## config.mk

```make
export PLATFORM = sky130hd
export DESIGN_NAME = glc_guard_lock
export DESIGN_NICKNAME = d
export VERILOG_FILES = /design/src/rtl/glc_pkg.sv /design/src/rtl/glc_guard_lock.sv
export SDC_FILE = /design/constraint.sdc
export NUM_CORES = 1
export LEC_CHECK = 0
export BUFFER_PORTS_ARGS = -buffer_cell sky130_fd_sc_hd__buf_2
export CAP_MARGIN = 20
export CORE_ASPECT_RATIO = 1.75
export CORE_MARGIN = 2
export CORE_UTILIZATION = 30
export DETAILED_ROUTE_END_ITERATION = 16
export PLACE_DENSITY = 0.5
export SYNTH_ARGS = -nofsm -noshare
export SYNTH_HDL_FRONTEND = slang
export SYNTH_SLANG_ARGS = --single-unit
```

## constraint.sdc

```tcl
create_clock -name hclk -period 2.99 [get_ports hclk]
set_input_delay 0.299 -clock hclk [delete_from_list [all_inputs] [get_ports hclk]]
set_output_delay 0.299 -clock hclk [all_outputs]
set_load 0.03 [all_outputs]
```

## src/rtl/glc_pkg.sv

```systemverilog
package glc_pkg;
  // ----------------------------------------------------------------
  // clock and timing
  // ----------------------------------------------------------------
  localparam int unsigned CLK_HZ = 40_000_000;
  localparam int unsigned WARN_MIN = 30;
  localparam int unsigned INHIBIT_MIN = 10;
  localparam int unsigned TEACH_OFF_MIN = 5;
  localparam int unsigned TEACH_DWELL_S = 10;
  localparam real TPULSE_MS = 0.4;
  localparam int unsigned TPERIOD_MS = 100;
  localparam int unsigned LOCK_TMO_MS = 500;
  localparam int unsigned BLINK_MS = 100;
  localparam logic [39:0] WARN_CYC = 40'(64'(WARN_MIN) * 64'd60 * 64'(CLK_HZ));
  localparam logic [39:0] INHIBIT_CYC = 40'(64'(INHIBIT_MIN) * 64'd60 * 64'(CLK_HZ));
  localparam logic [39:0] TEACH_OFF_CYC = 40'(64'(TEACH_OFF_MIN) * 64'd60 * 64'(CLK_HZ));
  localparam logic [39:0] TEACH_DWELL_CYC = 40'(64'(TEACH_DWELL_S) * 64'(CLK_HZ));
  localparam logic [39:0] TPULSE_CYC = 40'($rtoi(TPULSE_MS * real'(CLK_HZ) / 1000.0));
  localparam logic [39:0] TPERIOD_CYC = 40'(64'(TPERIOD_MS) * 64'(CLK_HZ) / 64'd1000);
  localparam logic [39:0] LOCK_TMO_CYC = 40'(64'(LOCK_TMO_MS) * 64'(CLK_HZ) / 64'd1000);
  localparam logic [39:0] BLINK_CYC = 40'(64'(BLINK_MS) * 64'(CLK_HZ) / 64'd1000);
  localparam logic [2:0] SLOW_TICKS = 3'h5;
  localparam logic [1:0] INIT_WAIT = 2'h3;
  // ----------------------------------------------------------------
  // register map and fields
  // ----------------------------------------------------------------
  localparam logic [11:0] CTRL_OFS = 12'h000;
  localparam logic [11:0] STAT_OFS = 12'h004;
  localparam logic [4:0] CTRL_RST = 5'h00;
  localparam int CTRL_PN = 0;
  localparam int CTRL_DUAL = 1;
  localparam int CTRL_INDIV = 2;
  localparam int CTRL_SINGLE = 3;
  localparam int CTRL_REPEAT = 4;
  localparam int STAT_CODE_LSB = 12;
  localparam int STAT_FLAG_LSB = 16;
  // ----------------------------------------------------------------
  // fault codes and states
  // ----------------------------------------------------------------
  localparam logic [3:0] FC_NONE = 4'h0;
  localparam logic [3:0] FC_ACTUATOR = 4'h5;
  localparam logic [3:0] FC_INPUTS = 4'h6;
  localparam logic [3:0] FC_BLOCK = 4'h8;
  localparam logic [3:0] FC_INTERNAL = 4'hF;
  typedef enum logic [8:0] {
    ST_INIT = 9'h001,
    ST_UNLOCKED = 9'h002,
    ST_LOCKING = 9'h004,
    ST_RETRY = 9'h008,
    ST_LOCKED = 9'h010,
    ST_BLOCK = 9'h020,
    ST_TEACH_DWELL = 9'h040,
    ST_TEACH_OFF = 9'h080,
    ST_TEACH_ABORT = 9'h100
  } glc_state_t;
endpackage

```

## src/rtl/glc_guard_lock.sv

```systemverilog
// Contract
// - lock = both p inputs open; unlock = both p high, n line grounded.
// - a failed lock attempt is retried once, then block-drive fault.
// - after block fault, bolt drive stays off until control inputs change.
// - bolt locked at power-up: outputs off until unlock then lock.
// - enabled safety outputs get periodic off test pulses up to 0.4 ms.
// - unlock command switches both safety outputs off at once.
// - lock while actuator in range relocks and re-enables outputs.
// - minor fault: warning, diag output drops, outputs off after 30 min.
// - cleared fault message acknowledged by door open-close or power cycle.
// - unknown actuator after power-up starts teach, status LED 1 Hz.
// - after 10 s teach dwell, status LED flashes 5 Hz for power-off.
// - no power-off within 5 minutes aborts teach, fault code 5.
// - taught code committed only when same actuator seen after power-up.
// - single-teach variant pairs once, never teaches again.
// - repeat-teach variant teaches any number; new code replaces old.
// - after new code in repeat-teach variant, outputs inhibited ten minutes, power LED flashes.
// - power loss during inhibit restarts full inhibit at power-up.
// - three LEDs: supply, operating condition, fault flash codes.
// - internal error disables both safety outputs immediately.
// - invalid control inputs flagged but never shut outputs down.
// - warning clears itself once its cause is gone.
// - block-drive fault shown as code 8, outputs off at once.
`timescale 1ns/10ps
module glc_guard_lock #(
  parameter logic [39:0] WARN_CYC = glc_pkg::WARN_CYC,
  parameter logic [39:0] INHIBIT_CYC = glc_pkg::INHIBIT_CYC,
  parameter logic [39:0] TEACH_OFF_CYC = glc_pkg::TEACH_OFF_CYC,
  parameter logic [39:0] TEACH_DWELL_CYC = glc_pkg::TEACH_DWELL_CYC,
  parameter logic [39:0] TPULSE_CYC = glc_pkg::TPULSE_CYC,
  parameter logic [39:0] TPERIOD_CYC = glc_pkg::TPERIOD_CYC,
  parameter logic [39:0] LOCK_TMO_CYC = glc_pkg::LOCK_TMO_CYC,
  parameter logic [39:0] BLINK_CYC = glc_pkg::BLINK_CYC
) (
  input wire logic hclk,
  input wire logic hresetn,
  input wire logic hsel,
  input wire logic [31:0] haddr,
  input wire logic [1:0] htrans,
  input wire logic hwrite,
  input wire logic [2:0] hsize,
  input wire logic [31:0] hwdata,
  input wire logic hready,
  output logic hreadyout,
  output logic hresp,
  output logic [31:0] hrdata,
  input wire logic lock_cmd_p_first,
  input wire logic lock_cmd_p_second,
  input wire logic lock_cmd_n_line,
  input wire logic bolt_locked,
  input wire logic actuator_present,
  input wire logic actuator_code_match,
  input wire logic internal_error,
  input wire logic warn_fault,
  input wire logic [2:0] warn_code,
  input wire logic nv_code_stored,
  input wire logic nv_pending,
  input wire logic nv_inhibit,
  output logic bolt_extend,
  output logic safety_chan_a,
  output logic safety_chan_b,
  output logic diag_signal_first,
  output logic diag_signal_second,
  output logic led_power,
  output logic led_status,
  output logic led_fault,
  output logic nv_write_pending,
  output logic nv_commit,
  output logic inhibit_active
);
  // ----------------------------------------------------------------
  // pin synchronisers
  // ----------------------------------------------------------------
  logic [13:0] pin_raw;
  logic [13:0] pin_m_r;
  logic [13:0] pin_s_r;
  assign pin_raw = {nv_inhibit, nv_pending, nv_code_stored, warn_code, warn_fault,
                    internal_error, actuator_code_match, actuator_present, bolt_locked,
                    lock_cmd_n_line, lock_cmd_p_second, lock_cmd_p_first};
  // two stages; only the second one is read by logic
  always_ff @(posedge hclk or negedge hresetn)
  begin
    if (!hresetn)
    begin
      pin_m_r <= 14'h0000;
      pin_s_r <= 14'h0000;
    end
    else
    begin
      pin_m_r <= pin_raw;
      pin_s_r <= pin_m_r;
    end
  end
  logic p1_s, p2_s, n_s, bolt_s, act_s, match_s, ierr_s, warn_s;
  logic [2:0] wcode_s;
  logic stored_s, pend_s, nvinh_s;
  assign {nvinh_s, pend_s, stored_s, wcode_s, warn_s, ierr_s, match_s, act_s, bolt_s,
          n_s, p2_s, p1_s} = pin_s_r;

  // ----------------------------------------------------------------
  // register bus
  // ----------------------------------------------------------------
  logic [4:0] ctrl_r;
  logic dph_wr_r;
  logic [11:0] dph_addr_r;
  logic aph_take;
  logic [31:0] stat_word;
  assign aph_take = hsel && htrans[1] && hready;
  assign hreadyout = 1'b1; // zero wait states, every transfer OKAY
  assign hresp = 1'b0;
  // address phase capture; hsize ignored, only word accesses are used
  always_ff @(posedge hclk or negedge hresetn)
  begin
    if (!hresetn)
    begin
      dph_wr_r <= 1'b0;
      dph_addr_r <= 12'h000;
    end
    else
    begin
      dph_wr_r <= aph_take && hwrite;
      dph_addr_r <= haddr[11:0];
    end
  end
  // read data registered in the address phase so it stands in the data phase
  always_ff @(posedge hclk or negedge hresetn)
  begin
    if (!hresetn)
      hrdata <= 32'h0000_0000;
    else if (aph_take && !hwrite)
    begin
      if (haddr[11:0] == glc_pkg::CTRL_OFS)
        hrdata <= {27'h0, ctrl_r};
      else if (haddr[11:0] == glc_pkg::STAT_OFS)
        hrdata <= stat_word;
      else
        hrdata <= 32'h0000_0000; // unmapped reads as zero
    end
  end
  // variant configuration
  always_ff @(posedge hclk or negedge hresetn)
  begin
    if (!hresetn)
      ctrl_r <= glc_pkg::CTRL_RST;
    else if (dph_wr_r && dph_addr_r == glc_pkg::CTRL_OFS)
      ctrl_r <= hwdata[4:0];
  end
  logic pn_var, dual_var, indiv_var, single_var, repeat_var;
  assign pn_var = ctrl_r[glc_pkg::CTRL_PN];
  assign dual_var = ctrl_r[glc_pkg::CTRL_DUAL];
  assign indiv_var = ctrl_r[glc_pkg::CTRL_INDIV];
  assign single_var = ctrl_r[glc_pkg::CTRL_SINGLE];
  assign repeat_var = ctrl_r[glc_pkg::CTRL_REPEAT];

  // ----------------------------------------------------------------
  // command decode
  // ----------------------------------------------------------------
  logic cmd_lock, cmd_unlock, cmd_bad;
  // n line high means open; in P/P it is grounded for both commands
  assign cmd_lock = !p1_s && !p2_s && (pn_var ? n_s : !n_s);
  assign cmd_unlock = p1_s && p2_s && !n_s;
  assign cmd_bad = !cmd_lock && !cmd_unlock;

  // ----------------------------------------------------------------
  // main sequencer
  // ----------------------------------------------------------------
  glc_pkg::glc_state_t state_r, state_nxt;
  logic [39:0] tmr_r;
  logic [1:0] init_cnt_r;
  logic [2:0] blk_cmd_r;
  logic relock_r, inh_r, teach_ok, commit_now, commit_done_r;
  // a single-teach unit that already holds a code never teaches again
  assign teach_ok = indiv_var && !pend_s && act_s && !match_s
                    && (repeat_var || (single_var && !stored_s));
  always_comb
  begin
    state_nxt = state_r;
    case (state_r)
      glc_pkg::ST_INIT:
        if (init_cnt_r == glc_pkg::INIT_WAIT)
          state_nxt = bolt_s ? glc_pkg::ST_LOCKED : glc_pkg::ST_UNLOCKED;
      glc_pkg::ST_UNLOCKED:
        if (teach_ok)
          state_nxt = glc_pkg::ST_TEACH_DWELL;
        else if (cmd_lock && act_s)
          state_nxt = glc_pkg::ST_LOCKING;
      glc_pkg::ST_LOCKING, glc_pkg::ST_RETRY:
        if (cmd_unlock)
          state_nxt = glc_pkg::ST_UNLOCKED;
        else if (bolt_s)
          state_nxt = glc_pkg::ST_LOCKED;
        else if (tmr_r == LOCK_TMO_CYC - 40'd1)
          state_nxt = (state_r == glc_pkg::ST_LOCKING) ? glc_pkg::ST_RETRY
                      : glc_pkg::ST_BLOCK;
      glc_pkg::ST_LOCKED:
        if (cmd_unlock)
          state_nxt = glc_pkg::ST_UNLOCKED;
      glc_pkg::ST_BLOCK:
        if ({cmd_lock, cmd_unlock, cmd_bad} != blk_cmd_r)
          state_nxt = glc_pkg::ST_UNLOCKED;
      glc_pkg::ST_TEACH_DWELL:
        if (tmr_r == TEACH_DWELL_CYC - 40'd1)
          state_nxt = glc_pkg::ST_TEACH_OFF;
      glc_pkg::ST_TEACH_OFF:
        if (tmr_r == TEACH_OFF_CYC - 40'd1)
          state_nxt = glc_pkg::ST_TEACH_ABORT;
      glc_pkg::ST_TEACH_ABORT:
        state_nxt = glc_pkg::ST_TEACH_ABORT; // left only by a power cycle
      default:
        state_nxt = glc_pkg::ST_INIT;
    endcase
  end
  // state register and its entry-restarted timer
  always_ff @(posedge hclk or negedge hresetn)
  begin
    if (!hresetn)
    begin
      state_r <= glc_pkg::ST_INIT;
      tmr_r <= 40'h0;
    end
    else
    begin
      state_r <= state_nxt;
      tmr_r <= (state_nxt != state_r) ? 40'h0 : tmr_r + 40'd1;
    end
  end
  // wait for the synchronisers to fill before sampling the bolt at start
  always_ff @(posedge hclk or negedge hresetn)
  begin
    if (!hresetn)
      init_cnt_r <= 2'h0;
    else if (state_r == glc_pkg::ST_INIT)
      init_cnt_r <= init_cnt_r + 2'h1;
  end
  // command seen when the block fault was entered
  always_ff @(posedge hclk or negedge hresetn)
  begin
    if (!hresetn)
      blk_cmd_r <= 3'h0;
    else if (state_nxt == glc_pkg::ST_BLOCK && state_r != glc_pkg::ST_BLOCK)
      blk_cmd_r <= {cmd_lock, cmd_unlock, cmd_bad};
  end
  // bolt found locked at start needs an unlock before outputs may come on
  always_ff @(posedge hclk or negedge hresetn)
  begin
    if (!hresetn)
      relock_r <= 1'b0;
    else if (state_r == glc_pkg::ST_INIT && state_nxt == glc_pkg::ST_LOCKED)
      relock_r <= 1'b1;
    else if (cmd_unlock)
      relock_r <= 1'b0;
  end

  // ----------------------------------------------------------------
  // code commit and tamper inhibit
  // ----------------------------------------------------------------
  assign commit_now = pend_s && act_s && match_s && !commit_done_r;
  logic [39:0] inh_tmr_r;
  logic inh_wait_r;
  always_ff @(posedge hclk or negedge hresetn)
  begin
    if (!hresetn)
      commit_done_r <= 1'b0;
    else if (commit_now)
      commit_done_r <= 1'b1;
  end
  // inhibit restarts from zero on a repeat-teach commit or when storage says it was cut short
  always_ff @(posedge hclk or negedge hresetn)
  begin
    if (!hresetn)
    begin
      inh_r <= 1'b0;
      inh_tmr_r <= 40'h0;
      inh_wait_r <= 1'b0;
    end
    else if ((commit_now && repeat_var) || (state_r == glc_pkg::ST_INIT && nvinh_s))
    begin
      inh_r <= 1'b1;
      inh_tmr_r <= 40'h0;
      inh_wait_r <= 1'b1;
    end
    else
    begin
      if (inh_r && inh_tmr_r == INHIBIT_CYC - 40'd1)
        inh_r <= 1'b0;
      inh_tmr_r <= inh_r ? inh_tmr_r + 40'd1 : 40'h0;
      if (!inh_r && act_s)
        inh_wait_r <= 1'b0;
    end
  end

  // ----------------------------------------------------------------
  // output enable, warning and test pulses
  // ----------------------------------------------------------------
  logic out_en, warn_r, trip_r, door_open_r, tp_a, tp_b;
  logic [39:0] warn_tmr_r, tp_cnt_r;
  assign out_en = state_r == glc_pkg::ST_LOCKED && bolt_s && !cmd_unlock && !relock_r
                  && !inh_r && !ierr_s && !trip_r && act_s;
  // warning is taken only while outputs are enabled and drops with its cause; its timer restarts on each new warning
  always_ff @(posedge hclk or negedge hresetn)
  begin
    if (!hresetn)
    begin
      warn_r <= 1'b0;
      warn_tmr_r <= 40'h0;
    end
    else
    begin
      warn_r <= warn_s && (warn_r || out_en);
      warn_tmr_r <= warn_r ? warn_tmr_r + 40'd1 : 40'h0;
    end
  end
  // trip latch: set wins over the door acknowledge
  always_ff @(posedge hclk or negedge hresetn)
  begin
    if (!hresetn)
    begin
      trip_r <= 1'b0;
      door_open_r <= 1'b0;
    end
    else if (warn_r && warn_tmr_r == WARN_CYC - 40'd1)
      trip_r <= 1'b1;
    else if (trip_r && !warn_s)
    begin
      if (!act_s)
        door_open_r <= 1'b1;
      else if (door_open_r)
      begin
        trip_r <= 1'b0;
        door_open_r <= 1'b0;
      end
    end
  end
  // channel a tested first, channel b later in the period, never together
  always_ff @(posedge hclk or negedge hresetn)
  begin
    if (!hresetn)
      tp_cnt_r <= 40'h0;
    else
      tp_cnt_r <= (tp_cnt_r == TPERIOD_CYC - 40'd1) ? 40'h0 : tp_cnt_r + 40'd1;
  end
  assign tp_a = tp_cnt_r < TPULSE_CYC;
  assign tp_b = tp_cnt_r >= 40'd2 * TPULSE_CYC && tp_cnt_r < 40'd3 * TPULSE_CYC;
  always_ff @(posedge hclk or negedge hresetn)
  begin
    if (!hresetn)
    begin
      safety_chan_a <= 1'b0;
      safety_chan_b <= 1'b0;
      bolt_extend <= 1'b0;
    end
    else
    begin
      safety_chan_a <= out_en && !tp_a;
      safety_chan_b <= out_en && !tp_b;
      bolt_extend <= state_nxt == glc_pkg::ST_LOCKING || state_nxt == glc_pkg::ST_RETRY
                     || state_nxt == glc_pkg::ST_LOCKED;
    end
  end

  // ----------------------------------------------------------------
  // fault code, blink base and indicators
  // ----------------------------------------------------------------
  logic [3:0] fcode;
  logic [39:0] blk_cnt_r;
  logic [4:0] fl_cnt_r;
  logic [2:0] slow_cnt_r;
  logic tick, fast_r, slow_r, flash_on;
  always_comb
  begin
    if (ierr_s)
      fcode = glc_pkg::FC_INTERNAL;
    else if (state_r == glc_pkg::ST_TEACH_ABORT)
      fcode = glc_pkg::FC_ACTUATOR;
    else if (state_r == glc_pkg::ST_BLOCK)
      fcode = glc_pkg::FC_BLOCK;
    else if (warn_r || trip_r)
      fcode = {1'b0, wcode_s};
    else if (cmd_bad)
      fcode = glc_pkg::FC_INPUTS;
    else
      fcode = glc_pkg::FC_NONE;
  end
  assign tick = blk_cnt_r == BLINK_CYC - 40'd1;
  // one tick base serves the 5 Hz, 1 Hz and flash code patterns
  always_ff @(posedge hclk or negedge hresetn)
  begin
    if (!hresetn)
    begin
      blk_cnt_r <= 40'h0;
      fast_r <= 1'b0;
      slow_r <= 1'b0;
      slow_cnt_r <= 3'h0;
      fl_cnt_r <= 5'h00;
    end
    else
    begin
      blk_cnt_r <= tick ? 40'h0 : blk_cnt_r + 40'd1;
      if (tick)
      begin
        fast_r <= !fast_r;
        slow_cnt_r <= (slow_cnt_r == glc_pkg::SLOW_TICKS - 3'h1) ? 3'h0 : slow_cnt_r + 3'h1;
        if (slow_cnt_r == glc_pkg::SLOW_TICKS - 3'h1)
          slow_r <= !slow_r;
        // code pulses then a four-tick pause
        fl_cnt_r <= (fl_cnt_r >= {fcode, 1'b0} + 5'd3) ? 5'h00 : fl_cnt_r + 5'h01;
      end
    end
  end
  assign flash_on = fl_cnt_r < {fcode, 1'b0} && !fl_cnt_r[0];
  logic teach_st;
  assign teach_st = state_r == glc_pkg::ST_TEACH_DWELL || state_r == glc_pkg::ST_TEACH_OFF;
  always_ff @(posedge hclk or negedge hresetn)
  begin
    if (!hresetn)
    begin
      led_power <= 1'b0;
      led_status <= 1'b0;
      led_fault <= 1'b0;
    end
    else
    begin
      led_power <= teach_st ? 1'b0 : (inh_r || inh_wait_r) ? slow_r : 1'b1;
      if (state_r == glc_pkg::ST_TEACH_DWELL)
        led_status <= slow_r;
      else if (state_r == glc_pkg::ST_TEACH_OFF)
        led_status <= fast_r;
      else if (state_r == glc_pkg::ST_LOCKED)
        led_status <= out_en || warn_r;
      else
        led_status <= act_s && state_r != glc_pkg::ST_BLOCK && slow_r;
      led_fault <= teach_st || fcode == glc_pkg::FC_INTERNAL || flash_on;
    end
  end
  // diagnostic outputs, storage strobes
  always_ff @(posedge hclk or negedge hresetn)
  begin
    if (!hresetn)
    begin
      diag_signal_first <= 1'b0;
      diag_signal_second <= 1'b0;
      nv_write_pending <= 1'b0;
      nv_commit <= 1'b0;
    end
    else
    begin
      diag_signal_first <= dual_var ? bolt_s
                           : act_s && !warn_r && !trip_r && !ierr_s
                             && (state_r == glc_pkg::ST_LOCKED || state_r == glc_pkg::ST_UNLOCKED);
      diag_signal_second <= dual_var && act_s && !warn_r && !trip_r && !ierr_s;
      nv_write_pending <= state_nxt == glc_pkg::ST_TEACH_OFF
                          && state_r == glc_pkg::ST_TEACH_DWELL;
      nv_commit <= commit_now;
    end
  end
  assign inhibit_active = inh_r;
  assign stat_word = {8'h00, warn_r, trip_r, relock_r, inh_r, cmd_bad, out_en, bolt_s, act_s,
                      fcode, 3'h0, state_r};

  // ----------------------------------------------------------------
  // assertions
  // ----------------------------------------------------------------
  unlock_off_a: assert property (@(posedge hclk) disable iff (!hresetn)
    cmd_unlock |=> !safety_chan_a && !safety_chan_b) else $error("outputs on during unlock");
  retry_once_a: assert property (@(posedge hclk) disable iff (!hresetn)
    state_r == glc_pkg::ST_LOCKING && state_nxt != state_r && !bolt_s && !cmd_unlock
    |=> state_r == glc_pkg::ST_RETRY) else $error("no retry after failed lock");
  block_hold_a: assert property (@(posedge hclk) disable iff (!hresetn)
    state_r == glc_pkg::ST_BLOCK && $stable({cmd_lock, cmd_unlock})
    |=> state_r == glc_pkg::ST_BLOCK && !bolt_extend) else $error("block left without change");
  relock_off_a: assert property (@(posedge hclk) disable iff (!hresetn)
    relock_r |=> !safety_chan_a) else $error("output on before relock");
  tpulse_a: assert property (@(posedge hclk) disable iff (!hresetn)
    out_en && tp_a |=> !safety_chan_a && safety_chan_b) else $error("test pulse missing");
  tpulse_end_a: assert property (@(posedge hclk) disable iff (!hresetn)
    out_en && !tp_a && !tp_b |=> safety_chan_a && safety_chan_b)
    else $error("test pulse too long");
  ierr_off_a: assert property (@(posedge hclk) disable iff (!hresetn)
    ierr_s |=> !safety_chan_a && !safety_chan_b ##0 led_fault) else $error("internal error");
  warn_keep_a: assert property (@(posedge hclk) disable iff (!hresetn)
    warn_r && out_en && !tp_a |=> safety_chan_a && !diag_signal_second)
    else $error("warning dropped outputs");
  warn_trip_a: assert property (@(posedge hclk) disable iff (!hresetn)
    warn_r && warn_s && warn_tmr_r == WARN_CYC - 40'd1 |=> trip_r ##1 !safety_chan_a)
    else $error("warning timeout not applied");
  bad_cmd_a: assert property (@(posedge hclk) disable iff (!hresetn)
    state_r == glc_pkg::ST_LOCKED && cmd_bad |=> state_r == glc_pkg::ST_LOCKED)
    else $error("invalid input left lock");
  teach_abort_a: assert property (@(posedge hclk) disable iff (!hresetn)
    state_r == glc_pkg::ST_TEACH_OFF && tmr_r == TEACH_OFF_CYC - 40'd1
    |=> state_r == glc_pkg::ST_TEACH_ABORT && (ierr_s || fcode == glc_pkg::FC_ACTUATOR))
    else $error("teach not aborted");
  block_code_a: assert property (@(posedge hclk) disable iff (!hresetn)
    state_r == glc_pkg::ST_BLOCK && !ierr_s |-> fcode == glc_pkg::FC_BLOCK ##1 !safety_chan_a)
    else $error("block fault code wrong");
  outs_on_c: cover property (@(posedge hclk) disable iff (!hresetn) safety_chan_a && safety_chan_b);
  block_c: cover property (@(posedge hclk) disable iff (!hresetn) state_r == glc_pkg::ST_BLOCK);
  trip_c: cover property (@(posedge hclk) disable iff (!hresetn) $rose(trip_r));
  abort_c: cover property (@(posedge hclk) disable iff (!hresetn)
    state_r == glc_pkg::ST_TEACH_ABORT);
endmodule

```

==> qor_table.md, run 1 <==
| Stage | Result | This run |
|---|---|---|
| routing | DR iter-0 viols | 571 |
| power and ir drop | Leakage dissipation | 7.88 nW |
| synth | Ys async rst share | 1.00 |
| clocking | TritonCTS buffer count | 30 |
| timing | Endpoints failing setup | 0 |
| finish | Area growth from synthesis to layout | 20.6% |
| clocking | Total number of H-tree levels | 1 |
| critical path | Arrival time reported for the critical path endpoint | 3380 ps |
| place | Total of buffers placed on input and output ports | 68 |
| routing | DRC Markers | 0 |
| critical path | Setup CP Type | flop to flop |
| floorplan | Rows | 107 |
| synth | Synthesized-area fraction occupied by and/or/nand/nor cells | 0.262 |
| clocking | Clock Tree Root | sky130_fd_sc_hd__clkbuf_16 |
| synth | Post-synth top area cell | sky130_fd_sc_hd__dfrtp_1 |
| place | Placement-stage cell area | 16200 um2 |
| routing | Routed via count divided by cell count | 4.78 |
| floorplan | X dimension of the die | 171 um |
| synth | Leading post-synthesis cells by cell area | sky130_fd_sc_hd__dfrtp_1 52%, sky130_fd_sc_hd__xnor2_1 6.1%, sky130_fd_sc_hd__xor2_1 4.9% |
| critical path | Worst R2R End | fl_cnt_r[4]$_DFFE_PN0N_ |
| timing | Post-layout worst setup margin | 121 ps |
| critical path | Worst Reg-to-Reg Cells | 14 |
| routing | Number of nets with antenna violations after routing | 0 |
| floorplan | Die Y-Extent | 297 um |
| synth | Most instantiated library cell after synthesis | sky130_fd_sc_hd__dfrtp_1 |
| power and ir drop | Power per standard cell area | 580 nW/um2 |
| synth | Netlist area before placement | 14700 um2 |
| timing | Setup repair after global routing missed its margin | yes |
| synth | Number of flops mapped to enable cells by yosys | 0 |
| clocking | CTS tree | done |
| clocking | Number of clock sinks seen by CTS | 308 |
| synth | Sequential cell area fraction in the yosys report | 0.525 |
| global routing | Number of global-route vias before repair | 11.0k |
| timing | Max-slew violation count | 0 |
| timing | Maximum achievable frequency | 349 MHz |
| floorplan | Area of the core region | 48500 um2 |
| timing | Worst max-slew margin expressed relative to the limit | 0.511 |
| timing | Fin Clk Skew | 20.3 ps |
| timing | Min cycle time layout | 2870 ps |
| critical path | Endpoint required time on the critical path | 3500 ps |
| finish | Count of inserted antenna diode cells | 0 |
| routing | Vias after detailed routing | 10.7k |
| synth | Synth Area in Adders | 0.0153 |
| global routing | Aggregate global-route resource usage | 0.143 |
| global routing | Largest net degree at the start of global routing | 75 |
| critical path | Type of origin of the critical path | flop |
| finish | Post-Route Utilization | 0.365 |
| timing | Worst slew pin tran | 733 ps |
| synth | Synth unique cells | 69 |
| synth | Post-synthesis xor/xnor area fraction | 0.110 |
| critical path | Critical path peak fanout | 5 |
| critical path | Setup slack, reg-to-reg | 120 ps |
| clocking | Insertion delay to the later sink of the worst-skew pair | 580 ps |
| synth | Number of register bits inferred by synthesis | 308 |
| global routing | Antenna violations before repair | 1 |
| synth | Top cell type's share of synthesized area | 0.523 |
| synth | Compound-cell area share of the yosys netlist | 0.0484 |
| synth | Main combinational cell family by area after synthesis | simple AND/OR/NAND/NOR gates |
| synth | Portion of netlist area occupied by mux cells | 0.0116 |
| finish | Share of layout cells above drive strength 1 | 0.159 |
| clocking | Post-CTS clock slew at the launch and capture registers of the worst setup and hold paths | 70 ps |
| power and ir drop | Overall power consumption | 0.0103 W |
| synth | Most used flip-flop cell after synthesis | sky130_fd_sc_hd__dfrtp_1 |
| routing | First-pass iteration count of the detailed router | 4 |
| finish | Layout Nets | 1678 |
| synth | Yosys warnings | 0 |
| synth | Syn Area/Cell | 10.4 um2 |
| critical path | FF-to-FF Start | state_r[8]$_DFF_PN0_ |
| place | Placed wire-length estimate | 25800 um |
| status | Result of the run | finished, final reports clean |
| routing | Post-Route WL | 35600 um |
| routing | Mean routed wirelength per cell | 15.8 um |
| finish | Filler cell count | 4870 |
| global routing | Global-route wire length before repair | 58000 um |
| timing | Number of failing hold endpoints at the final stage | 0 |
| floorplan | Effective utilization at floorplan | 0.303 |
| place | Worst setup slack before clock tree synthesis | -226 ps |
| synth | Cell types with the highest counts after synthesis | 307 x sky130_fd_sc_hd__dfrtp_1, 139 x sky130_fd_sc_hd__nand2_1, 133 x sky130_fd_sc_hd__nor2_1 |
| power and ir drop | Worst vdd ir | 0.419 mV |
| place | Weighted congestion at the end of routability-driven global placement | 0.814 |
| critical path | Kind of end point of the critical path | flop |
| finish | Cell area after layout | 17700 um2 |
| timing | Worst hold slack after final layout | 264 ps |
| global routing | Aggregate global routing overflow | 0 |
| worst hold path | Min-Delay Path Class | input pin to async pin |
| floorplan | Number of top-level pins | 133 |
| flow run | Number of maximum-capacitance constraint violations | 0 |
| floorplan | Area enclosed by the die boundary | 50800 um2 |
| synth | Number of instances in the synthesized netlist | 1411 |
| timing | Fin crit share | 0.960 |
| clocking | Clock Tree Buf Depth | 3 |
## worst max-delay path: stages (launching register included)
cell                      delay (ps)
sky130_fd_sc_hd__dfrtp_1         420
sky130_fd_sc_hd__nor4_4          290
sky130_fd_sc_hd__and4_4          300
sky130_fd_sc_hd__nor2_1           60
sky130_fd_sc_hd__a21o_1          170
sky130_fd_sc_hd__ha_1            280
sky130_fd_sc_hd__inv_1            40
sky130_fd_sc_hd__ha_1            260
sky130_fd_sc_hd__o21a_1          110
sky130_fd_sc_hd__o21a_1          160
sky130_fd_sc_hd__o21a_1          180
sky130_fd_sc_hd__buf_4           140
sky130_fd_sc_hd__nor2_1          110
sky130_fd_sc_hd__and4b_1         210
sky130_fd_sc_hd__a21o_1           80
## logic make-up after synthesis
group | count (synthesis)
and+or+nand+nor | 695
DFF | 308
xor gates and xnor gates | 185
AOI/OAI and AO/OA | 110
buffers and inverters | 77
adders and majority gates | 18
muxes | 16
other | 2
## per-stage QoR
step / instances / TNS (ps)
detailed placement: 2159 / -226
CTS: 2248 / 0
floorplan: 1422 / 0
global placement: 2159 / -188
global route: 2249 / -75.1
finish: 2249 / 0
## power breakdown
part	switching [W]	leakage, nW	internal, W
sequential	0.0000999	4.13	0.00429
combinational	0.00102	3.21	0.000653
clock	0.00171	0.538	0.00250
## metal layers
metal	track usage	vias to the layer above	part of all wire
met4	0.0670	2	0.044
met3	0.0197	77	0.032
met5	0	-	0.00037
met2	0.257	193	0.51
li1	-	5185	-
met1	0.166	5292	0.41
## layout make-up
| type | count | area [um2] | share of cell area |
|---|---|---|---|
| timing repair buffer | 171 | 1300 | 0.0732 |
| tap | 654 | 818 | 0.0462 |
| inverter | 24 | 90.1 | 0.00509 |
| sequential | 308 | 7710 | 0.436 |
| multi-input combinational | 1037 | 6690 | 0.378 |
| clock inverter | 15 | 220 | 0.0124 |
| clock buffer | 40 | 880 | 0.0497 |
## what timing repair did
item / CTS / global route
pin swaps: 0 / 2
buffers inserted: 0 / 1
hold buffers: 34 / 0
gates resized for setup: 2 / 9
setup endpoints to repair: 1 / 6
endpoints found under the hold margin: 89 / 0
## flip-flops by register name, indices dropped and copies added (netlist names), 2 cells and up
signal,flops
blk_cnt_r,40
inh_tmr_r,40
tmr_r,40
tp_cnt_r,40
warn_tmr_r,40
hrdata,21
pin_m_r,14
pin_s_r,14
dph_addr_r,12
state_r,9
ctrl_r,5
fl_cnt_r,5
blk_cmd_r,3
slow_cnt_r,3
init_cnt_r,2
## worst max path at each step
stage	start	to	slack, ps	cells after the start
after floorplan	state_r[2]$_DFF_PN0_	fl_cnt_r[4]$_DFFE_PN0N_	10	14
after global placement	state_r[2]$_DFF_PN0_	led_fault$_DFF_PN0_	-190	12
after detailed placement	state_r[2]$_DFF_PN0_	led_fault$_DFF_PN0_	-230	12
after CTS	state_r[2]$_DFF_PN0_	fl_cnt_r[4]$_DFFE_PN0N_	10	13
after global routing	state_r[8]$_DFF_PN0_	fl_cnt_r[4]$_DFFE_PN0N_	-30	14
final	state_r[8]$_DFF_PN0_	fl_cnt_r[4]$_DFFE_PN0N_	120	14
## cells in the final DEF (no fill, tap or decap), drive strengths merged, types with 9 or more instances in the layout
master       synthesis  routed
nor4                37      37
nand3               80      80
inv                 24      25
or3                 17      17
ha                  18      18
a21oi               16      16
dfrtp              307     307
and3                50      50
buf                 24     137
nor2               153     153
nand2b              10      10
a22o                11      11
conb                 2      13
xnor2              103     103
and2                42      42
clkbuf              29      40
o21ai               42      42
nand2              139     139
nor4b               13      13
and4                19      19
nor2b               15      15
dlygate4sd3          0      34
nor3                26      26
xor2                82      82
nand4               52      52
nor3b                9       9
No activity file was read; power rests on OpenSTA's default activity.
==> run 2, diff against run 1 <==
--- a/config.mk
+++ b/config.mk
@@ -11,7 +11,8 @@
 export CORE_MARGIN = 2
 export CORE_UTILIZATION = 30
 export DETAILED_ROUTE_END_ITERATION = 16
-export PLACE_DENSITY = 0.5
+export PLACE_DENSITY = 0.48
+export REMOVE_ABC_BUFFERS = 1
 export SYNTH_ARGS = -nofsm -noshare
 export SYNTH_HDL_FRONTEND = slang
 export SYNTH_SLANG_ARGS = --single-unit
==> constraint.sdc (replaced) <==
create_clock -name hclk -period 3.7 [get_ports hclk]
set_input_delay 0.37 -clock hclk [delete_from_list [all_inputs] [get_ports hclk]]
set_output_delay 0.37 -clock hclk [all_outputs]
set_load 0.03 [all_outputs]
==> qor_table.md, run 2 (synthesis gave the netlist of run 1 again) <==
| Stage | Result | This run | Change |
|---|---|---|---|
| clocking | TritonCTS buffer count | 34 | was 30 |
| floorplan | Area of the core region | 48500 um2 | unchanged |
| timing | Min cycle time layout | 3180 ps | was 2870 ps |
| floorplan | Number of top-level pins | 133 | unchanged |
| floorplan | Area enclosed by the die boundary | 50800 um2 | unchanged |
| routing | First-pass iteration count of the detailed router | 4 | unchanged |
| timing | Fin crit share | 0.860 | was 0.960 |
| power and ir drop | Sw Share | 0.279 | was 0.276 |
| power and ir drop | Sequential group share of total power | 0.423 | was 0.427 |
| timing | Endpoints failing setup | 0 | unchanged |
| routing | Routed via count divided by cell count | 4.76 | was 4.78 |
| critical path | FF-to-FF Start | ctrl_r[0]$_DFFE_PN0P_ | was state_r[8]$_DFF_PN0_ |
| critical path | Setup CP Type | flop to flop | unchanged |
| worst hold path | Launch instance of the worst min-delay path | haddr[2] |  |
| place | Placed wire-length estimate | 25100 um | was 25800 um |
| timing | Number of failing hold endpoints at the final stage | 0 | unchanged |
| worst hold path | Min-Delay Path Class | input pin to flop | was input pin to async pin |
| timing | Worst hold slack after final layout | 76.2 ps | was 264 ps |
| clocking | Clock Tree Buf Depth | 3 | unchanged |
| routing | Vias after detailed routing | 10.5k | was 10.7k |
| global routing | Aggregate global routing overflow | 0 | unchanged |
| timing | Fin Setup TNS | 0 ps | unchanged |
| place | Placement-stage cell area | 15900 um2 | was 16200 um2 |
| clocking | Post-CTS clock slew at the launch and capture registers of the worst setup and hold paths | 70 ps | about the same |
| global routing | Global-route wire length before repair | 57900 um | was 58000 um |
| power and ir drop | Power per standard cell area | 485 nW/um2 | was 580 nW/um2 |
| timing | Setup repair after global routing missed its margin | no | was yes |
| power and ir drop | Leakage dissipation | 7.67 nW | was 7.88 nW |
| finish | Area growth from synthesis to layout | 18.1% | was 20.6% |
| routing | DR iter-0 viols | 455 | was 571 |
| power and ir drop | Pint | 0.00607 W | was 0.00744 W |
| worst hold path | Hold EP | dph_addr_r[2]$_DFF_PN0_ |  |
| critical path | Worst path cell trace | xnor2_1 > a21oi_1 > mux2_2 > a21o_1 > ha_1 > inv_1 > ha_1 > o21a_1 > o21a_1 > o21a_1 > or2_2 > o21ai_0 > a21o_1 | was nor4_4 > and4_4 > nor2_1 > a21o_1 > ha_1 > inv_1 > ha_1 > o21a_1 > o21a_1 > o21a_1 > buf_4 > nor2_1 > and4b_1 > a21o_1 |
| global routing | Aggregate global-route resource usage | 0.143 | about the same |
| critical path | Setup slack, reg-to-reg | 520 ps | was 120 ps |
| flow run | Number of maximum-capacitance constraint violations | 0 | unchanged |
| global routing | Number of global-route vias before repair | 11.1k | was 11.0k |
| critical path | Kind of end point of the critical path | flop | unchanged |
| clocking | Total number of H-tree levels | 2 | was 1 |
| timing | Worst slew pin tran | 907 ps | was 733 ps |
| power and ir drop | Proportion of power drawn by combinational gates | 0.136 | was 0.163 |
| global routing | Antenna violations before repair | 0 | was 1 |
| clocking | Post-CTS sizing | 0 | was 2 |
| critical path | Most used cell, CP | sky130_fd_sc_hd__o21a_1 | unchanged |
| floorplan | Die Y-Extent | 297 um | unchanged |
| worst hold path | Worst Hold Depth | 1 |  |
| critical path | Longest individual stage delay on the worst path | 470 ps | was 420 ps |
| finish | Most common library cell in the layout ignoring fill and taps | sky130_fd_sc_hd__dfrtp_1 | unchanged |
| critical path | Arrival time reported for the critical path endpoint | 3680 ps | was 3380 ps |
| routing | Number of nets with antenna violations after routing | 0 | unchanged |
| floorplan | Rows | 107 | unchanged |
| clocking | Insertion delay to the later sink of the worst-skew pair | 550 ps | was 580 ps |
| timing | Max-slew violation count | 0 | unchanged |
| clocking | Clock Tree Root | sky130_fd_sc_hd__clkbuf_16 | unchanged |
| power and ir drop | Power share of the clock group | 0.441 | was 0.410 |
| floorplan | Effective utilization at floorplan | 0.303 | unchanged |
| finish | Share of layout cells above drive strength 1 | 0.133 | was 0.159 |
| clocking | CTS hold repair buffers | 26 | was 34 |
| critical path | Worst R2R End | fl_cnt_r[4]$_DFFE_PN0N_ | unchanged |
| timing | Worst max-slew margin expressed relative to the limit | 0.391 | was 0.511 |
| status | Result of the run | finished, final reports clean | unchanged |
| critical path | Standard cell with the maximum stage delay on the critical path | sky130_fd_sc_hd__dfrtp_1 | unchanged |
| critical path | Critical path buffers and inverters | 1 | was 2 |
| clocking | Buffer count from post-CTS setup fixing | 0 | unchanged |
| finish | Layout Nets | 1633 | was 1678 |
| finish | Count of inserted antenna diode cells | 0 | unchanged |
| place | Total of buffers placed on input and output ports | 68 | unchanged |
| routing | Mean routed wirelength per cell | 15.9 um | was 15.8 um |
| finish | Highest-count cells in the layout ignoring fill and taps | 307 x sky130_fd_sc_hd__dfrtp_1, 139 x sky130_fd_sc_hd__nand2_1, 133 x sky130_fd_sc_hd__nor2_1 | was 305 x sky130_fd_sc_hd__dfrtp_1, 139 x sky130_fd_sc_hd__nand2_1, 132 x sky130_fd_sc_hd__nor2_1 |
| routing | Post-Route WL | 35100 um | was 35600 um |
| critical path | Worst Reg-to-Reg Cells | 13 | was 14 |
| critical path | Cell family with most CP delay | compound AO/OA/AOI/OAI gates | was simple AND/OR/NAND/NOR gates |
| floorplan | X dimension of the die | 171 um | unchanged |
| critical path | Endpoint required time on the critical path | 4190 ps | was 3500 ps |
| timing | Fin Clk Skew | 34.0 ps | was 20.3 ps |
| power and ir drop | Worst vdd ir | 0.332 mV | was 0.419 mV |
| finish | Cell area after layout | 17300 um2 | was 17700 um2 |
| global routing | Largest net degree at the start of global routing | 102 | was 75 |
| clocking | Number of clock sinks seen by CTS | 308 | unchanged |
| routing | DRC Markers | 0 | unchanged |
| critical path | Critical path peak fanout | 4 | was 5 |
| timing | Maximum achievable frequency | 314 MHz | was 349 MHz |
| place | Weighted congestion at the end of routability-driven global placement | 0.873 | was 0.814 |
| clocking | CTS tree | done | unchanged |
| critical path | Type of origin of the critical path | flop | unchanged |
| power and ir drop | Switching power of the nets | 0.00234 W | was 0.00283 W |
run 2: cell types whose count changed in the layout (fill, tap and decap cells not counted), sizes merged:
cell,change
clkbuf,+1
dlygate4sd3,-8
clkinvlp,-1
inv,+1
buf,-41
bufinv,+1
clkinv,+2
run 2: area by class of cell:
class                           count  area, um2
Timing Repair Buffer              122        858
Multi-Input combinational cell   1037       6640
Fill cell                        4901      31100
Inverter                           24       90.1
Clock buffer                       41        917
Tap cell                          654        818
Sequential cell                   308       7710
Clock inverter                     18        305
run 2: how the worst max path moves through the flow:
stage / from / slack (ps) / cells past startpoint / to
after floorplan: blk_cnt_r[2]$_DFF_PN0_ / 70 / 6 / fl_cnt_r[4]$_DFFE_PN0N_
after global placement: ctrl_r[0]$_DFFE_PN0P_ / 540 / 13 / fl_cnt_r[4]$_DFFE_PN0N_
after detailed placement: ctrl_r[0]$_DFFE_PN0P_ / 540 / 13 / fl_cnt_r[4]$_DFFE_PN0N_
after CTS: ctrl_r[0]$_DFFE_PN0P_ / 530 / 13 / fl_cnt_r[4]$_DFFE_PN0N_
after global routing: ctrl_r[0]$_DFFE_PN0P_ / 260 / 12 / fl_cnt_r[4]$_DFFE_PN0N_
final: ctrl_r[0]$_DFFE_PN0P_ / 520 / 13 / fl_cnt_r[4]$_DFFE_PN0N_
run 2: routing by layer:
layer / track usage / vias up / wire, um
li1: - / 5108 / -
met1: 0.153 / 5190 / 13400
met2: 0.277 / 135 / 19500
met3: 0.0184 / 66 / 932
met4: 0.0604 / 0 / 1300
met5: 0 / - / 0
run 2: per-stage QoR:
stage	util	instances	worst slack, ps	power [W]
final	0.358	2204	516	0.00841
after global placement	0.327	2119	536	0.00477
after CTS	0.358	2204	526	0.00857
after global routing	0.358	2204	259	0.00881
after floorplan	-	1369	73.2	0.00428
after detailed placement	0.327	2119	537	0.00477
run 2: power groups by stage:
stage / clock (W) / combinational [W] / sequential (W)
2_1_floorplan: 0 / 0.000671 / 0.00361
3_3_place_gp: 0 / 0.00115 / 0.00362
3_5_place_dp: 0 / 0.00115 / 0.00362
4_1_cts: 0.00384 / 0.00118 / 0.00356
5_1_grt: 0.00397 / 0.00127 / 0.00357
6_report: 0.00371 / 0.00115 / 0.00356
==> run 3, diff against run 2 <==
--- a/config.mk
+++ b/config.mk
@@ -10,6 +10,7 @@
 export CORE_ASPECT_RATIO = 1.75
 export CORE_MARGIN = 2
 export CORE_UTILIZATION = 30
+export CTS_BUF_LIST = sky130_fd_sc_hd__clkbuf_16
 export DETAILED_ROUTE_END_ITERATION = 16
 export PLACE_DENSITY = 0.48
 export REMOVE_ABC_BUFFERS = 1
==> qor_table.md, run 3 (synthesis gave the netlist of run 1 again) <==
| Stage | Result | This run | Change |
|---|---|---|---|
| status | Result of the run | finished, final reports clean | unchanged |
| worst hold path | Launch instance of the worst min-delay path | haddr[2] | unchanged |
| power and ir drop | Leakage dissipation | 7.66 nW | was 7.67 nW |
| timing | Min cycle time layout | 3190 ps | was 3180 ps |
| place | Placement-stage cell area | 15900 um2 | unchanged |
| clocking | Buffer count from post-CTS setup fixing | 0 | unchanged |
| power and ir drop | Power per standard cell area | 481 nW/um2 | was 485 nW/um2 |
| timing | Fin Clk Skew | 36.4 ps | was 34.0 ps |
| floorplan | Area enclosed by the die boundary | 50800 um2 | unchanged |
| finish | Filler cell count | 4903 | was 4901 |
| power and ir drop | Sequential group share of total power | 0.427 | was 0.423 |
| routing | DRC Markers | 0 | unchanged |
| global routing | Number of global-route vias before repair | 11.1k | about the same |
| finish | Highest-count cells in the layout ignoring fill and taps | 307 x sky130_fd_sc_hd__dfrtp_1, 139 x sky130_fd_sc_hd__nand2_1, 133 x sky130_fd_sc_hd__nor2_1 | unchanged |
| power and ir drop | Proportion of power drawn by combinational gates | 0.138 | was 0.136 |
| clocking | CTS tree | done | unchanged |
| timing | Number of failing hold endpoints at the final stage | 0 | unchanged |
| place | Weighted congestion at the end of routability-driven global placement | 0.873 | unchanged |
| routing | First-pass iteration count of the detailed router | 4 | unchanged |
| power and ir drop | Overall power consumption | 0.00833 W | was 0.00841 W |
| routing | Vias after detailed routing | 10.5k | about the same |
| finish | Layout Nets | 1633 | unchanged |
| timing | Endpoints failing setup | 0 | unchanged |
| critical path | Setup CP Type | flop to flop | unchanged |
| power and ir drop | Pint | 0.00598 W | was 0.00607 W |
| clocking | Post-CTS clock slew at the launch and capture registers of the worst setup and hold paths | 70 ps | about the same |
| finish | Area growth from synthesis to layout | 17.8% | was 18.1% |
| worst hold path | Min-Delay Path Class | input pin to flop | unchanged |
| critical path | Worst Reg-to-Reg Cells | 13 | unchanged |
| clocking | TritonCTS buffer count | 34 | unchanged |
| critical path | Worst Setup SP | ctrl_r[0]$_DFFE_PN0P_ | unchanged |
| flow run | Number of maximum-capacitance constraint violations | 0 | unchanged |
| clocking | Number of clock sinks seen by CTS | 308 | unchanged |
| floorplan | Number of top-level pins | 133 | unchanged |
| floorplan | Area of the core region | 48500 um2 | unchanged |
| routing | Number of nets with antenna violations after routing | 0 | unchanged |
| floorplan | Effective utilization at floorplan | 0.303 | unchanged |
| clocking | Clock Tree Root | sky130_fd_sc_hd__clkbuf_16 | unchanged |
| critical path | Setup slack, reg-to-reg | 510 ps | was 520 ps |
| power and ir drop | Power share of the clock group | 0.435 | was 0.441 |
| timing | Max-slew violation count | 0 | unchanged |
| finish | Most common library cell in the layout ignoring fill and taps | sky130_fd_sc_hd__dfrtp_1 | unchanged |
| floorplan | Rows | 107 | unchanged |
| global routing | Aggregate global-route resource usage | 0.143 | about the same |
| finish | Cell area after layout | 17300 um2 | about the same |
| global routing | Largest net degree at the start of global routing | 102 | unchanged |
| clocking | Insertion delay to the later sink of the worst-skew pair | 550 ps | about the same |
| clocking | Total number of H-tree levels | 2 | unchanged |
| power and ir drop | Worst vdd ir | 0.332 mV | about the same |
| critical path | Endpoint required time on the critical path | 4200 ps | was 4190 ps |
| global routing | Global-route wire length before repair | 58000 um | was 57900 um |
| critical path | Type of origin of the critical path | flop | unchanged |
| routing | Post-Route WL | 35100 um | about the same |
| worst hold path | Worst Hold Depth | 1 | unchanged |
| critical path | FF-to-FF Start | ctrl_r[0]$_DFFE_PN0P_ | unchanged |
| finish | Count of inserted antenna diode cells | 0 | unchanged |
| place | Placed wire-length estimate | 25100 um | unchanged |
| critical path | Kind of end point of the critical path | flop | unchanged |
| timing | Worst slew pin tran | 906 ps | was 907 ps |
| critical path | Critical path peak fanout | 4 | unchanged |
| critical path | Worst R2R End | fl_cnt_r[4]$_DFFE_PN0N_ | unchanged |
| global routing | Antenna violations before repair | 0 | unchanged |
| floorplan | Die Y-Extent | 297 um | unchanged |
| power and ir drop | Switching power of the nets | 0.00235 W | was 0.00234 W |
| timing | Fin Setup TNS | 0 ps | unchanged |
| routing | Routed via count divided by cell count | 4.76 | about the same |
| timing | Maximum achievable frequency | 313 MHz | was 314 MHz |
| routing | DR iter-0 viols | 438 | was 455 |
| timing | Setup repair after global routing missed its margin | no | unchanged |
| global routing | Aggregate global routing overflow | 0 | unchanged |
| finish | Share of layout cells above drive strength 1 | 0.130 | was 0.133 |
| routing | Mean routed wirelength per cell | 15.9 um | about the same |
| floorplan | X dimension of the die | 171 um | unchanged |
| place | Cell total after placement | 2119 | unchanged |
| worst hold path | Hold EP | dph_addr_r[2]$_DFF_PN0_ | unchanged |
| power and ir drop | Sw Share | 0.282 | was 0.279 |
| finish | Non-filler cells, final | 2204 | unchanged |
| timing | Worst max-slew margin expressed relative to the limit | 0.392 | was 0.391 |
| timing | Fin crit share | 0.863 | was 0.860 |
| critical path | Arrival time reported for the critical path endpoint | 3690 ps | was 3680 ps |
| clocking | Clock Tree Buf Depth | 3 | unchanged |
| place | Total of buffers placed on input and output ports | 68 | unchanged |
==> run 3: worst max-delay path by stage <==
stage / slack, ps / endpoint / cells after the start
final: 510 / fl_cnt_r[4]$_DFFE_PN0N_ / 13
after global placement: 540 / fl_cnt_r[4]$_DFFE_PN0N_ / 13
after detailed placement: 540 / fl_cnt_r[4]$_DFFE_PN0N_ / 13
after floorplan: 70 / fl_cnt_r[4]$_DFFE_PN0N_ / 6
after global routing: 260 / fl_cnt_r[4]$_DFFE_PN0N_ / 12
after CTS: 530 / fl_cnt_r[4]$_DFFE_PN0N_ / 13
==> run 3: critical path: stages (launching register included) <==
cell and delay, ps:
sky130_fd_sc_hd__dfrtp_1 470, sky130_fd_sc_hd__xnor2_1 300, sky130_fd_sc_hd__a21oi_1 210, sky130_fd_sc_hd__mux2_2 310, sky130_fd_sc_hd__a21o_1 210, sky130_fd_sc_hd__ha_1 280
sky130_fd_sc_hd__inv_1 40, sky130_fd_sc_hd__ha_1 270, sky130_fd_sc_hd__o21a_1 100, sky130_fd_sc_hd__o21a_1 160, sky130_fd_sc_hd__o21a_1 190, sky130_fd_sc_hd__or2_2 320
sky130_fd_sc_hd__o21ai_0 170, sky130_fd_sc_hd__a21o_1 130
==> run 3: repair_timing <==
action | CTS | global route
resized for setup | 0 | 0
endpoints found under the hold margin | 121 | 0
hold buffers | 26 | 0
==> run 3: metrics by stage <==
stage               hold slack (ps)  utilization  setup WS (ps)
floorplan                      74.4            -           73.2
global placement                336        0.327            536
finish                         76.4        0.357            505
CTS                            49.2        0.357            528
detailed placement              335        0.327            537
global route                   64.8        0.357            261
==> run 3: layout make-up <==
class	instances	area [um2]	area share
timing repair buffer	122	858	0.0496
sequential	308	7710	0.446
inverter	24	90.1	0.00521
tap	654	818	0.0473
multi-input combinational	1037	6640	0.384
clock buffer	34	851	0.0492
clock inverter	25	332	0.0192
==> run 3: layer usage <==
metal / GRT usage / up-vias / wire [um]
li1: - / 5101 / -
met1: 0.153 / 5193 / 13400
met2: 0.278 / 136 / 19500
met3: 0.0184 / 67 / 928
met4: 0.0604 / 0 / 1350
met5: 0 / - / 0
==> run 3: power groups by stage <==
stage	Combinational, W	Sequential (W)	Clock, W
after floorplan	0.000671	0.00361	0
after global placement	0.00115	0.00362	0
after detailed placement	0.00115	0.00362	0
after CTS	0.00118	0.00356	0.00374
after global routing	0.00127	0.00357	0.00388
final	0.00115	0.00356	0.00362
